**src/swk_pkg.sv**
```systemverilog
// What this block does
// RL1 - Wake level met, timed, starts drive
// RL2 - Sleep level met, timed, stops drive
// RL3 - Active only in direct mode
// RL4 - Permissives and closed run input still required
// RL5 - Fault restart by wake edge or start
// RL6 - Wake never blocks fault reset or starts
// RL7 - Timers count up when met, down otherwise
// RL8 - Timer at target toggles sleep or wake
// RL9 - Power-up timers cleared, no start permitted
// RL10 - Sleep satisfied acts as continuous stop
// RL11 - Local control overrides sleep and wake
// RL12 - Jog overrides sleep and wake
// RL13 - Terminal port local start overrides sleep
// RL14 - Crossed thresholds accepted but start refused
// RL15 - Levels writable; crossed run continues until sleep
// RL16 - Crossed sleep locks until levels corrected
// RL17 - Any analog input selectable as source
// RL18 - Absolute calibrated value, scaling ignored
// RL19 - Input loss detection stays independent
// RL20 - Timers saturate, never wrap
package swk_pkg;
  // ----------------------------------------------------------------
  // Widths
  // ----------------------------------------------------------------
  localparam int ADDR_W = 8;
  localparam int DATA_W = 32;
  localparam int AIN_W  = 16;
  localparam int TMR_W  = 16;
  localparam int NUM_AIN = 4;
  localparam int SEL_W  = 2;

  // ----------------------------------------------------------------
  // Register offsets
  // ----------------------------------------------------------------
  localparam logic [ADDR_W-1:0] OFS_CTRL       = 8'h00;
  localparam logic [ADDR_W-1:0] OFS_WAKE_LEVEL = 8'h04;
  localparam logic [ADDR_W-1:0] OFS_SLEEP_LEVEL= 8'h08;
  localparam logic [ADDR_W-1:0] OFS_WAKE_TIME  = 8'h0c;
  localparam logic [ADDR_W-1:0] OFS_SLEEP_TIME = 8'h10;
  localparam logic [ADDR_W-1:0] OFS_STATUS     = 8'h14;
  localparam logic [ADDR_W-1:0] OFS_TIMERS     = 8'h18;

  // ----------------------------------------------------------------
  // Fields
  // ----------------------------------------------------------------
  localparam int CTRL_MODE_LSB = 0;
  localparam int CTRL_MODE_W   = 2;
  localparam int CTRL_SRC_LSB  = 4;
  localparam logic [CTRL_MODE_W-1:0] MODE_DISABLED = 2'h0;
  localparam logic [CTRL_MODE_W-1:0] MODE_DIRECT   = 2'h1;
  localparam int ST_AWAKE   = 0;
  localparam int ST_WSAT    = 1;
  localparam int ST_SSAT    = 2;
  localparam int ST_CROSSED = 3;
  localparam int ST_PERMIT  = 4;
  localparam int ST_STOP    = 5;
  localparam int TMR_HI_LSB = 16;
  localparam logic [SEL_W-1:0] TERMINAL_PORT = 2'h0;

  // ----------------------------------------------------------------
  // Reset values
  // ----------------------------------------------------------------
  localparam logic [DATA_W-1:0] CTRL_RST  = 32'h0000_0000;
  localparam logic [AIN_W-1:0]  LEVEL_RST = 16'h0000;
  localparam logic [TMR_W-1:0]  TIME_RST  = 16'h0000;

  // ----------------------------------------------------------------
  // Timing: timers count in milliseconds
  // ----------------------------------------------------------------
  localparam int REF_CLK_KHZ   = 25000;
  localparam int TICK_PERIOD_US = 1000;
  localparam int TICK_CYCLES   = REF_CLK_KHZ * TICK_PERIOD_US / 1000;

  typedef enum logic [1:0] {
    SWK_ASLEEP = 2'b01,
    SWK_AWAKE  = 2'b10
  } swk_state_type;
endpackage : swk_pkg

```
**src/swk_top.sv**
```systemverilog
`timescale 1ns/1ns
`default_nettype none
module swk_top #(
  parameter int TICK_CYCLES = swk_pkg::TICK_CYCLES
) (
  input  wire logic                       ref_clk_i,
  input  wire logic                       rst_b_i,
  // Register port
  input  wire logic [swk_pkg::ADDR_W-1:0] reg_addr_i,
  input  wire logic [swk_pkg::DATA_W-1:0] reg_wdata_i,
  input  wire logic                       reg_wr_i,
  input  wire logic                       reg_rd_i,
  output logic      [swk_pkg::DATA_W-1:0] reg_rdata_o,
  // Calibrated analog channels
  input  wire logic [swk_pkg::AIN_W-1:0]  ain0_i,
  input  wire logic [swk_pkg::AIN_W-1:0]  ain1_i,
  input  wire logic [swk_pkg::AIN_W-1:0]  ain2_i,
  input  wire logic [swk_pkg::AIN_W-1:0]  ain3_i,
  input  wire logic [swk_pkg::NUM_AIN-1:0] ain_loss_i,
  // Drive command side
  input  wire logic                       permissives_ok_i,
  input  wire logic                       run_input_closed_i,
  input  wire logic                       running_i,
  input  wire logic                       fault_reset_i,
  input  wire logic                       start_cmd_i,
  input  wire logic                       local_ctrl_i,
  input  wire logic [swk_pkg::SEL_W-1:0]  local_port_i,
  input  wire logic                       local_start_i,
  input  wire logic                       din_start_i,
  input  wire logic                       jog_i,
  output logic                            drive_start_o,
  output logic                            drive_stop_o,
  output logic                            run_permit_o,
  output logic                            fault_reset_o,
  output logic                            awake_o,
  output logic                            crossed_o,
  output logic      [swk_pkg::NUM_AIN-1:0] ain_loss_o
);
  import swk_pkg::*;

  // ----------------------------------------------------------------
  // Helpers
  // ----------------------------------------------------------------
  function automatic logic [AIN_W-1:0] abs_val(input logic [AIN_W-1:0] v);
    abs_val = v[AIN_W-1] ? (~v + 1'b1) : v;
  endfunction : abs_val

  function automatic logic [DATA_W-1:0] zext16(input logic [AIN_W-1:0] v);
    zext16 = {{(DATA_W-AIN_W){1'b0}}, v};
  endfunction : zext16

  // ----------------------------------------------------------------
  // Registers
  // ----------------------------------------------------------------
  logic [DATA_W-1:0] ctrl_reg;
  logic [AIN_W-1:0]  wake_level_reg;
  logic [AIN_W-1:0]  sleep_level_reg;
  logic [TMR_W-1:0]  wake_time_reg;
  logic [TMR_W-1:0]  sleep_time_reg;

  wire logic wr_ctrl   = reg_wr_i && (reg_addr_i == OFS_CTRL);
  wire logic wr_wake   = reg_wr_i && (reg_addr_i == OFS_WAKE_LEVEL);
  wire logic wr_sleep  = reg_wr_i && (reg_addr_i == OFS_SLEEP_LEVEL);
  wire logic wr_wtime  = reg_wr_i && (reg_addr_i == OFS_WAKE_TIME);
  wire logic wr_stime  = reg_wr_i && (reg_addr_i == OFS_SLEEP_TIME);

  // Levels and times accepted without limits, also while running
  always_ff @(posedge ref_clk_i or negedge rst_b_i) begin
    if (!rst_b_i) begin
      ctrl_reg        <= CTRL_RST;
      wake_level_reg  <= LEVEL_RST;
      sleep_level_reg <= LEVEL_RST;
      wake_time_reg   <= TIME_RST;
      sleep_time_reg  <= TIME_RST;
    end else begin
      if (wr_ctrl)  ctrl_reg        <= reg_wdata_i;
      if (wr_wake)  wake_level_reg  <= reg_wdata_i[AIN_W-1:0]; // RL14 RL15
      if (wr_sleep) sleep_level_reg <= reg_wdata_i[AIN_W-1:0]; // RL14 RL15
      if (wr_wtime) wake_time_reg   <= reg_wdata_i[TMR_W-1:0];
      if (wr_stime) sleep_time_reg  <= reg_wdata_i[TMR_W-1:0];
    end
  end

  wire logic [CTRL_MODE_W-1:0] mode = ctrl_reg[CTRL_MODE_LSB +: CTRL_MODE_W];
  wire logic [SEL_W-1:0]       src  = ctrl_reg[CTRL_SRC_LSB +: SEL_W];
  wire logic direct = (mode == MODE_DIRECT); // RL3

  // ----------------------------------------------------------------
  // Millisecond tick
  // ----------------------------------------------------------------
  localparam int TDIV_W = $clog2(TICK_CYCLES + 1);
  localparam logic [TDIV_W-1:0] TDIV_LAST = TDIV_W'(TICK_CYCLES - 1);
  logic [TDIV_W-1:0] tdiv_reg;
  logic              tick_reg;
  wire logic tdiv_wrap = (tdiv_reg == TDIV_LAST);

  always_ff @(posedge ref_clk_i or negedge rst_b_i) begin
    if (!rst_b_i) begin
      tdiv_reg <= '0;
      tick_reg <= 1'b0;
    end else begin
      tdiv_reg <= tdiv_wrap ? '0 : tdiv_reg + 1'b1;
      tick_reg <= tdiv_wrap;
    end
  end

  // ----------------------------------------------------------------
  // Source selection and comparison
  // ----------------------------------------------------------------
  wire logic [AIN_W-1:0] ain_sel =
    (src == 2'h0) ? ain0_i :
    (src == 2'h1) ? ain1_i :
    (src == 2'h2) ? ain2_i : ain3_i; // RL17
  wire logic [AIN_W-1:0] ain_abs   = abs_val(ain_sel); // RL18
  wire logic             wake_met  = direct && (ain_abs >= wake_level_reg); // RL1
  wire logic             sleep_met = direct && (ain_abs <= sleep_level_reg); // RL2
  wire logic             crossed   = sleep_level_reg > wake_level_reg; // RL14

  // ----------------------------------------------------------------
  // Qualification timers
  // ----------------------------------------------------------------
  logic [TMR_W-1:0] wake_cnt;
  logic [TMR_W-1:0] sleep_cnt;
  logic             wake_sat;
  logic             sleep_sat;
  logic             wake_edge;
  logic             sleep_edge;

  swk_qual_timer u_wake_tmr (
    .ref_clk_i (ref_clk_i),
    .rst_b_i   (rst_b_i),
    .tick_i    (tick_reg),
    .cond_i    (wake_met),
    .limit_i   (wake_time_reg),
    .cnt_o     (wake_cnt),
    .sat_o     (wake_sat),
    .edge_o    (wake_edge)
  );

  swk_qual_timer u_sleep_tmr (
    .ref_clk_i (ref_clk_i),
    .rst_b_i   (rst_b_i),
    .tick_i    (tick_reg),
    .cond_i    (sleep_met),
    .limit_i   (sleep_time_reg),
    .cnt_o     (sleep_cnt),
    .sat_o     (sleep_sat),
    .edge_o    (sleep_edge)
  );

  // ----------------------------------------------------------------
  // Sleep/wake state
  // ----------------------------------------------------------------
  swk_state_type state_reg;
  swk_state_type state_next;

  always_comb begin
    state_next = state_reg;
    case (state_reg)
      SWK_ASLEEP: if (wake_edge && !crossed) state_next = SWK_AWAKE; // RL8 RL16
      SWK_AWAKE:  if (sleep_edge) state_next = SWK_ASLEEP; // RL8 RL15
      default:    state_next = SWK_ASLEEP;
    endcase
  end

  always_ff @(posedge ref_clk_i or negedge rst_b_i) begin
    if (!rst_b_i) begin
      state_reg <= SWK_ASLEEP; // RL9
    end else begin
      state_reg <= state_next;
    end
  end

  wire logic wake_go = (state_reg == SWK_ASLEEP) && (state_next == SWK_AWAKE);

  // ----------------------------------------------------------------
  // Start and stop decisions
  // ----------------------------------------------------------------
  wire logic bypass     = !direct || jog_i || local_ctrl_i; // RL3 RL11 RL12
  wire logic base_ok    = permissives_ok_i && run_input_closed_i; // RL4
  wire logic sleep_stop = !bypass && sleep_sat; // RL10
  wire logic cross_lock = !bypass && crossed && !running_i; // RL14 RL16
  wire logic term_start = local_ctrl_i && (local_port_i == TERMINAL_PORT) && din_start_i; // RL13
  wire logic other_start = local_ctrl_i ? (local_start_i || term_start) : start_cmd_i; // RL11
  wire logic permit     = base_ok && !sleep_stop && !cross_lock;
  wire logic wake_start = direct && !bypass && wake_go && base_ok; // RL1 RL5
  wire logic start_next = (other_start && permit) || wake_start; // RL5 RL6 RL10
  wire logic stop_next  = sleep_stop && !(other_start && bypass); // RL2

  always_ff @(posedge ref_clk_i or negedge rst_b_i) begin
    if (!rst_b_i) begin
      drive_start_o <= 1'b0;
      drive_stop_o  <= 1'b0;
      run_permit_o  <= 1'b0; // RL9
      fault_reset_o <= 1'b0;
      awake_o       <= 1'b0;
      crossed_o     <= 1'b0;
      ain_loss_o    <= '0;
    end else begin
      drive_start_o <= start_next;
      drive_stop_o  <= stop_next;
      run_permit_o  <= permit;
      fault_reset_o <= fault_reset_i; // RL6
      awake_o       <= (state_next == SWK_AWAKE);
      crossed_o     <= crossed;
      ain_loss_o    <= ain_loss_i; // RL19
    end
  end

  // ----------------------------------------------------------------
  // Read port
  // ----------------------------------------------------------------
  wire logic [DATA_W-1:0] status_word;
  wire logic [DATA_W-1:0] timers_word;

  assign status_word[ST_AWAKE]            = awake_o;
  assign status_word[ST_WSAT]             = wake_sat;
  assign status_word[ST_SSAT]             = sleep_sat;
  assign status_word[ST_CROSSED]          = crossed_o;
  assign status_word[ST_PERMIT]           = run_permit_o;
  assign status_word[ST_STOP]             = drive_stop_o;
  assign status_word[DATA_W-1:ST_STOP+1]  = '0;
  assign timers_word[TMR_HI_LSB +: TMR_W] = sleep_cnt;
  assign timers_word[TMR_W-1:0]           = wake_cnt;
  wire logic [DATA_W-1:0] rd_mux =
    (reg_addr_i == OFS_CTRL)        ? ctrl_reg :
    (reg_addr_i == OFS_WAKE_LEVEL)  ? zext16(wake_level_reg) :
    (reg_addr_i == OFS_SLEEP_LEVEL) ? zext16(sleep_level_reg) :
    (reg_addr_i == OFS_WAKE_TIME)   ? zext16(wake_time_reg) :
    (reg_addr_i == OFS_SLEEP_TIME)  ? zext16(sleep_time_reg) :
    (reg_addr_i == OFS_STATUS)      ? status_word :
    (reg_addr_i == OFS_TIMERS)      ? timers_word : '0;

  always_ff @(posedge ref_clk_i or negedge rst_b_i) begin
    if (!rst_b_i) begin
      reg_rdata_o <= '0;
    end else begin
      reg_rdata_o <= reg_rd_i ? rd_mux : '0;
    end
  end

  // ----------------------------------------------------------------
  // Checks
  // ----------------------------------------------------------------
  a_wake_needs_level: assert property (@(posedge ref_clk_i) disable iff (!rst_b_i) // RL1
    wake_edge |-> $past(ain_abs >= wake_level_reg) || wake_time_reg == '0)
    else $error("wake edge without wake level");
  a_sleep_stops_drive: assert property (@(posedge ref_clk_i) disable iff (!rst_b_i) // RL10
    sleep_sat && direct && !jog_i && !local_ctrl_i |=> drive_stop_o && !run_permit_o)
    else $error("sleep satisfied but drive not stopped");
  a_mode_off_inert: assert property (@(posedge ref_clk_i) disable iff (!rst_b_i) // RL3
    !direct |=> !drive_stop_o) else $error("stop asserted outside direct mode");
  a_permit_needs_input: assert property (@(posedge ref_clk_i) disable iff (!rst_b_i) // RL4
    !run_input_closed_i || !permissives_ok_i |=> !run_permit_o)
    else $error("permit without closed run input");
  a_jog_bypasses: assert property (@(posedge ref_clk_i) disable iff (!rst_b_i) // RL12
    jog_i && base_ok |=> run_permit_o) else $error("jog blocked by sleep");
  a_terminal_start: assert property (@(posedge ref_clk_i) disable iff (!rst_b_i) // RL13
    term_start && base_ok |=> drive_start_o) else $error("terminal start blocked");
  a_crossed_no_wake: assert property (@(posedge ref_clk_i) disable iff (!rst_b_i) // RL16
    state_reg == SWK_ASLEEP && crossed |=> state_reg == SWK_ASLEEP)
    else $error("woke while thresholds crossed");
  a_fault_reset_pass: assert property (@(posedge ref_clk_i) disable iff (!rst_b_i) // RL6
    fault_reset_i |=> fault_reset_o) else $error("fault reset blocked");
  a_loss_independent: assert property (@(posedge ref_clk_i) disable iff (!rst_b_i) // RL19
    ##1 ain_loss_o == $past(ain_loss_i)) else $error("loss flags altered");
  a_wake_starts: assert property (@(posedge ref_clk_i) disable iff (!rst_b_i) // RL5
    wake_go && direct && !bypass && base_ok |=> drive_start_o ##1 !drive_start_o || start_next)
    else $error("wake edge did not start drive");

  // ----------------------------------------------------------------
  // Timer, state and magnitude checks
  // ----------------------------------------------------------------
  a_wake_sat_level: assert property (@(posedge ref_clk_i) disable iff (!rst_b_i) // RL1
    wake_sat |-> $past(wake_met)) else $error("wake timer met without level");

  a_sleep_sat_level: assert property (@(posedge ref_clk_i) disable iff (!rst_b_i) // RL2
    sleep_sat |-> $past(sleep_met)) else $error("sleep timer met without level");

  a_wake_cnt_down: assert property (@(posedge ref_clk_i) disable iff (!rst_b_i) // RL7
    tick_reg && !wake_met && wake_cnt != '0 |=> wake_cnt == $past(wake_cnt) - 1'b1)
    else $error("wake timer failed to count down");

  a_sleep_cnt_down: assert property (@(posedge ref_clk_i) disable iff (!rst_b_i) // RL7
    tick_reg && !sleep_met && sleep_cnt != '0 |=> sleep_cnt == $past(sleep_cnt) - 1'b1)
    else $error("sleep timer failed to count down");

  a_wake_edge_awake: assert property (@(posedge ref_clk_i) disable iff (!rst_b_i) // RL8
    wake_edge && !crossed && state_reg == SWK_ASLEEP |=> state_reg == SWK_AWAKE)
    else $error("wake edge ignored");

  a_sleep_edge_asleep: assert property (@(posedge ref_clk_i) disable iff (!rst_b_i) // RL8
    sleep_edge && state_reg == SWK_AWAKE |=> state_reg == SWK_ASLEEP)
    else $error("sleep edge ignored");

  a_mode_off_idle: assert property (@(posedge ref_clk_i) disable iff (!rst_b_i) // RL3
    !direct |=> !wake_sat && !sleep_sat) else $error("timer met outside direct mode");

  a_abs_no_sign: assert property (@(posedge ref_clk_i) disable iff (!rst_b_i) // RL18
    ain_sel != {1'b1, {(AIN_W-1){1'b0}}} |-> !ain_abs[AIN_W-1])
    else $error("magnitude still negative");

  // ----------------------------------------------------------------
  // Start and stop checks
  // ----------------------------------------------------------------
  a_stop_needs_sat: assert property (@(posedge ref_clk_i) disable iff (!rst_b_i) // RL2
    drive_stop_o |-> $past(sleep_sat)) else $error("stop without sleep");

  a_start_needs_base: assert property (@(posedge ref_clk_i) disable iff (!rst_b_i) // RL4
    drive_start_o |-> $past(base_ok)) else $error("start without permissives");

  a_wake_no_block: assert property (@(posedge ref_clk_i) disable iff (!rst_b_i) // RL6
    start_cmd_i && !local_ctrl_i && permit |=> drive_start_o)
    else $error("start command blocked");

  a_sleep_blocks_start: assert property (@(posedge ref_clk_i) disable iff (!rst_b_i) // RL10
    sleep_sat && direct && !jog_i && !local_ctrl_i && !wake_go |=> !drive_start_o)
    else $error("start while asleep");

  a_local_overrides: assert property (@(posedge ref_clk_i) disable iff (!rst_b_i) // RL11
    local_ctrl_i && base_ok |=> run_permit_o) else $error("local control blocked");

  a_local_start: assert property (@(posedge ref_clk_i) disable iff (!rst_b_i) // RL11
    local_ctrl_i && local_start_i && base_ok |=> drive_start_o)
    else $error("local start blocked");

  a_jog_no_stop: assert property (@(posedge ref_clk_i) disable iff (!rst_b_i) // RL12
    jog_i |=> !drive_stop_o) else $error("stop during jog");

  a_term_port_only: assert property (@(posedge ref_clk_i) disable iff (!rst_b_i) // RL13
    local_ctrl_i && local_port_i != TERMINAL_PORT && !local_start_i |=> !drive_start_o)
    else $error("digital start from other port");

  a_cross_locks_start: assert property (@(posedge ref_clk_i) disable iff (!rst_b_i) // RL14
    crossed && !running_i && direct && !jog_i && !local_ctrl_i |=> !run_permit_o)
    else $error("permit with crossed levels");

  a_cross_run_keeps: assert property (@(posedge ref_clk_i) disable iff (!rst_b_i) // RL15
    crossed && running_i && base_ok && !sleep_sat |=> run_permit_o)
    else $error("crossed levels stopped run");

  a_rdata_one_cycle: assert property (@(posedge ref_clk_i) disable iff (!rst_b_i)
    !reg_rd_i |=> reg_rdata_o == '0) else $error("read data held too long");
endmodule : swk_top
`default_nettype wire

```
**src/swk_qual_timer.sv**
```systemverilog
`timescale 1ns/1ns
`default_nettype none
module swk_qual_timer (
  input  wire logic                     ref_clk_i,
  input  wire logic                     rst_b_i,
  input  wire logic                     tick_i,
  input  wire logic                     cond_i,
  input  wire logic [swk_pkg::TMR_W-1:0] limit_i,
  output logic      [swk_pkg::TMR_W-1:0] cnt_o,
  output logic                          sat_o,
  output logic                          edge_o
);
  import swk_pkg::*;

  // ----------------------------------------------------------------
  // Up/down count with saturation
  // ----------------------------------------------------------------
  wire logic             at_top = (cnt_o >= limit_i);
  wire logic [TMR_W-1:0] up_val = at_top ? limit_i : cnt_o + 1'b1;
  wire logic [TMR_W-1:0] dn_val = (cnt_o == '0) ? cnt_o : cnt_o - 1'b1;
  wire logic [TMR_W-1:0] cnt_next = !tick_i ? cnt_o : (cond_i ? up_val : dn_val); // RL7 RL20
  wire logic             sat_next = cond_i && (cnt_next >= limit_i);

  always_ff @(posedge ref_clk_i or negedge rst_b_i) begin
    if (!rst_b_i) begin
      cnt_o  <= '0; // RL9
      sat_o  <= 1'b0;
      edge_o <= 1'b0;
    end else begin
      cnt_o  <= cnt_next;
      sat_o  <= sat_next;
      edge_o <= sat_next && !sat_o; // RL8
    end
  end

  a_timer_no_wrap: assert property (@(posedge ref_clk_i) disable iff (!rst_b_i) // RL20
    $past(cnt_o) == '0 && !$past(cond_i) |-> cnt_o == '0) else $error("timer wrapped below zero");
  a_timer_up_step: assert property (@(posedge ref_clk_i) disable iff (!rst_b_i) // RL7
    tick_i && cond_i && cnt_o < limit_i |=> cnt_o == $past(cnt_o) + 1'b1) else $error("timer failed to count up");
  a_timer_edge_once: assert property (@(posedge ref_clk_i) disable iff (!rst_b_i) // RL8
    edge_o |=> !edge_o) else $error("edge longer than one cycle");
endmodule : swk_qual_timer
`default_nettype wire

```
**config.mk**
```make
export PLATFORM = sky130hd
export DESIGN_NAME = swk_top
export DESIGN_NICKNAME = d
export VERILOG_FILES = /design/src/swk_pkg.sv /design/src/swk_top.sv /design/src/swk_qual_timer.sv
export SDC_FILE = /design/constraint.sdc
export NUM_CORES = 1
export LEC_CHECK = 0
export BUFFER_PORTS_ARGS = -buffer_cell sky130_fd_sc_hd__buf_2
export CORE_MARGIN = 2
export CORE_UTILIZATION = 45
export CTS_CLUSTER_SIZE = 24
export DETAILED_ROUTE_END_ITERATION = 16
export SLEW_MARGIN = 20
export SYNTH_ARGS = -nofsm -noshare
export SYNTH_HDL_FRONTEND = slang
export SYNTH_SLANG_ARGS = --single-unit
```
**constraint.sdc**
```tcl
create_clock -name ref_clk_i -period 16.26 [get_ports ref_clk_i]
set_input_delay 1.626 -clock ref_clk_i [delete_from_list [all_inputs] [get_ports ref_clk_i]]
set_output_delay 1.626 -clock ref_clk_i [all_outputs]
set_load 0.02 [all_outputs]
```
==> results.md <==
* Run status: completed
* Placement Cell Area at between 0.01 and 0.015 mm²
* Hold WC Path Type: flop to flop
* VDD IR-drop max at between 0.06 and 0.07 mV
* Post-CTS sizing at 0
* Reg2Reg Setup Slack at 9.83 ns
* Post-Syn Nets at between 1500 and 2000
* Power per cell area at ~75 mW/mm²
* Worst slew pin tran at between 1 and 1.5 ns
* Reg-to-Reg End: u_wake_tmr.edge_o
* Antenna violations before repair at 0
* Final hold violation count at 0
* FILL cells at 2725
* Peak Freq at 147 MHz
* Crit Path Class: input port to flop
* # IOs at ~170
* First-pass GRT wire length at 58.6 mm
* Crit. Startpoint: ain0_i[9]
* Bufs on Longest Clock Path at 2
* P_sw at approximately 0.32 mW
* Crit path capture: u_wake_tmr.edge_o
* Rows at 62
* Drt via density at 5.88
* Final HPWL from detailed placement at roughly 28 mm
* CTS tree: done
* ANT cells at 0
* Comb power frac at 16.2%
* Post-CTS Setup Inserts at 0
* Total wire length at 36.9 mm
* Slew margin rel. at between 20% and 30%
* Nets at about 1700
* Critical path data required time at about 17 ns
* CP arrival at approximately 7.1 ns
* Seq cells post-synth at between 150 and 200
* Clk sink count at 192
* Clock power share at 37.6%
* Asr flop ratio synth at 100%
* Die Y at 174 µm
* DRT Pass-1 Iters at 7
* Main synth FF type: dfrtp_1
* Min-Delay Path Depth at 1
* CTS Hold Bufs at 0
* ANT nets after route at 0
* Routed WL per cell at 20.0 µm
* Endpoints failing setup at 0
* Total CTS buffers at 17
* Clk_lat worst skew at between 0.4 and 0.5 ns
* Crit end category: flop
* Count of different cell masters after synthesis at 78
* Worst R2R Start: ctrl_reg[4]
* Die ar. at between 0.03 and 0.04 mm²
* Vias in the first global route at 10500
* DRC at 0
* Initial DRC count at between 800 and 900
* Sum of negative setup slack at 0 ns
* Vias at between 10000 and 15000
* Switching Share at about 29%
* Die X-Extent at between 150 and 200 µm
* Syn Std Cell Area at ~0.013 mm²
* Max Cap Viol at 0
* Final instance area at 0.0147 mm²
* Period utilisation layout at 41.9%
* Total core area at between 0.02 and 0.03 mm²
* Ratio of cells with drive above 1 in the final layout at 23.6%
* Post-Synthesis Cells at approximately 1300
* Total track usage at ~25%
* RSZ-0062 raised after global routing: false
* Reg2Reg Depth at 22
* CTS root buffer: clkbuf_16
* Synth Area per Inst at 9.86 µm²
* Setup crit start kind: input port
* Final clock skew at about 0.012 ns
* Sequential share of power at 46.2%
* P_int at ~0.8 mW
* Tmin final at between 6 and 7 ns
* Synth-to-layout area growth at 13.0%
* Port bufs at approximately 160
* Yosys warning count at 0
* Leakage Power at ~6.8 nW
* Sequential-to-total area share from yosys stat at a little under two fifths
* Largest net degree at the start of global routing at 77
* Number of synthesized flops with an enable pin at 0
* Initial Util at 45.6%
* Crit path max fanout at 12
* H-tree levels at 4
* Final Wtd Congestion at approximately 0.9
* CTS clk-pin slew, worst paths at 0.07 ns
* Overflow after GRT at 0
* Max-slew violations at 0
## worst max-delay path, cell delays in order
cell and delay [ns]:
buf_2 0.11, mux4_2 0.48, nor4_2 0.37, nor2b_1 0.22, nand2_1 0.11, o31ai_1 0.29
xnor2_1 0.13, ha_1 0.31, a21oi_1 0.06, o21ai_0 0.22, a41oi_1 0.12, or2_2 0.37
nor2_1 0.71, o22ai_1 0.24, a311oi_1 0.31, ha_1 0.28, nand2b_1 0.14, a21o_1 0.17
a21o_1 0.17, a21o_1 0.17, a211o_1 0.28, a21oi_1 0.17, nor3_1 0.07
## worst min path at each step
stage                                start                 to  slack, ns
after global routing           tdiv_reg[0]        tdiv_reg[0]       0.50
after CTS                      tdiv_reg[0]        tdiv_reg[0]       0.46
after floorplan           u_wake_tmr.sat_o  u_wake_tmr.edge_o       0.41
after detailed placement       tdiv_reg[0]        tdiv_reg[0]       0.46
after global placement         tdiv_reg[0]        tdiv_reg[0]       0.45
final                          tdiv_reg[0]        tdiv_reg[0]       0.46
## cells in the final DEF (no fill, tap or decap), types with 13 or more instances in the layout
cell type,n
nand4_1,29
xnor2_1,31
nand2b_1,13
a21oi_1,74
mux2i_1,27
nand3_1,27
a22oi_1,26
clkbuf_16,17
a21o_1,19
mux4_2,15
ha_1,120
nor3_1,37
xor2_1,21
o21ai_0,48
nand2_1,76
dfrtp_1,190
mux2_2,98
nor2_1,88
inv_1,92
buf_2,163
## logic make-up (layout without fill, tap and decap cells)
logic type      Yosys count  in the layout  share of synthesized area, %
fa+ha+maj               120            120                          11.5
simple gates            353            353                          13.9
xor+xnor                 52             52                          3.50
flops                   192            192                          37.0
buf+inv                 161            301                          5.07
mux                     140            140                          13.2
compound gates          301            301                          15.8
## Yosys cell counts (6+ instances only)
cell type	instances	area [µm²]
or3_1	12	75.1
or4_1	7	52.6
a31oi_1	7	43.8
nor3_1	37	185
a21o_1	19	143
o21ai_0	48	240
buf_1	7	26.3
nand2_1	76	285
nor4_1	11	68.8
o22ai_1	12	75.1
inv_1	92	345
a21oi_1	74	370
a221oi_1	10	87.6
o221ai_1	9	78.8
ha_1	120	1500
xnor2_1	31	272
a222oi_1	8	80.1
xor2_1	21	184
nand3_1	27	135
a22oi_1	26	195
mux2_2	98	1100
and2_1	6	37.5
nand2b_1	13	81.3
clkbuf_1	44	165
a211oi_1	11	82.6
or2_2	8	50.1
nor2b_1	10	62.6
dfrtp_1	191	4780
buf_2	11	55.1
nand4_1	29	181
nor2_1	88	330
o21a_1	12	90.1
o211ai_1	9	67.6
mux2i_1	27	270
mux4_2	15	338
## metal layers
metal / share of wire (%) / routed length (µm) / track usage (%)
met2: 45 / 16600 / 38.3
met4: 2.7 / 990 / 9.10
met1: 46 / 16900 / 34.7
met5: 0 / 0 / 0
met3: 6.3 / 2310 / 4.07
## power by group through the flow
stage	registers, mW	logic, mW	clock network [mW]
after detailed placement	0.520	0.181	0
after CTS	0.511	0.181	0.425
final	0.511	0.180	0.416
after global routing	0.513	0.203	0.442
after global placement	0.519	0.177	0
after floorplan	0.517	0.110	0
## metrics by stage
stage	setup slack [ns]	hold slack [ns]	util (%)	std cells	power, mW
after floorplan	9.81	0.412	-	1319	0.627
after global placement	9.16	0.451	49.4	1811	0.697
after detailed placement	9.02	0.456	49.4	1811	0.701
after CTS	9.51	0.465	51.4	1843	1.12
after global routing	9.04	0.499	51.5	1843	1.16
final	9.45	0.463	51.5	1843	1.11
## area by class of cell
class	count	area, µm²	share of cell area [%]
Multi-Input combinational cell	966	7560	51.5
Sequential cell	192	4810	32.7
Timing Repair Buffer	177	931	6.34
Tap cell	384	480	3.27
Clock buffer	20	437	2.97
Inverter	92	345	2.35
Clock inverter	12	130	0.886
Power figures use the tool's default switching activity.
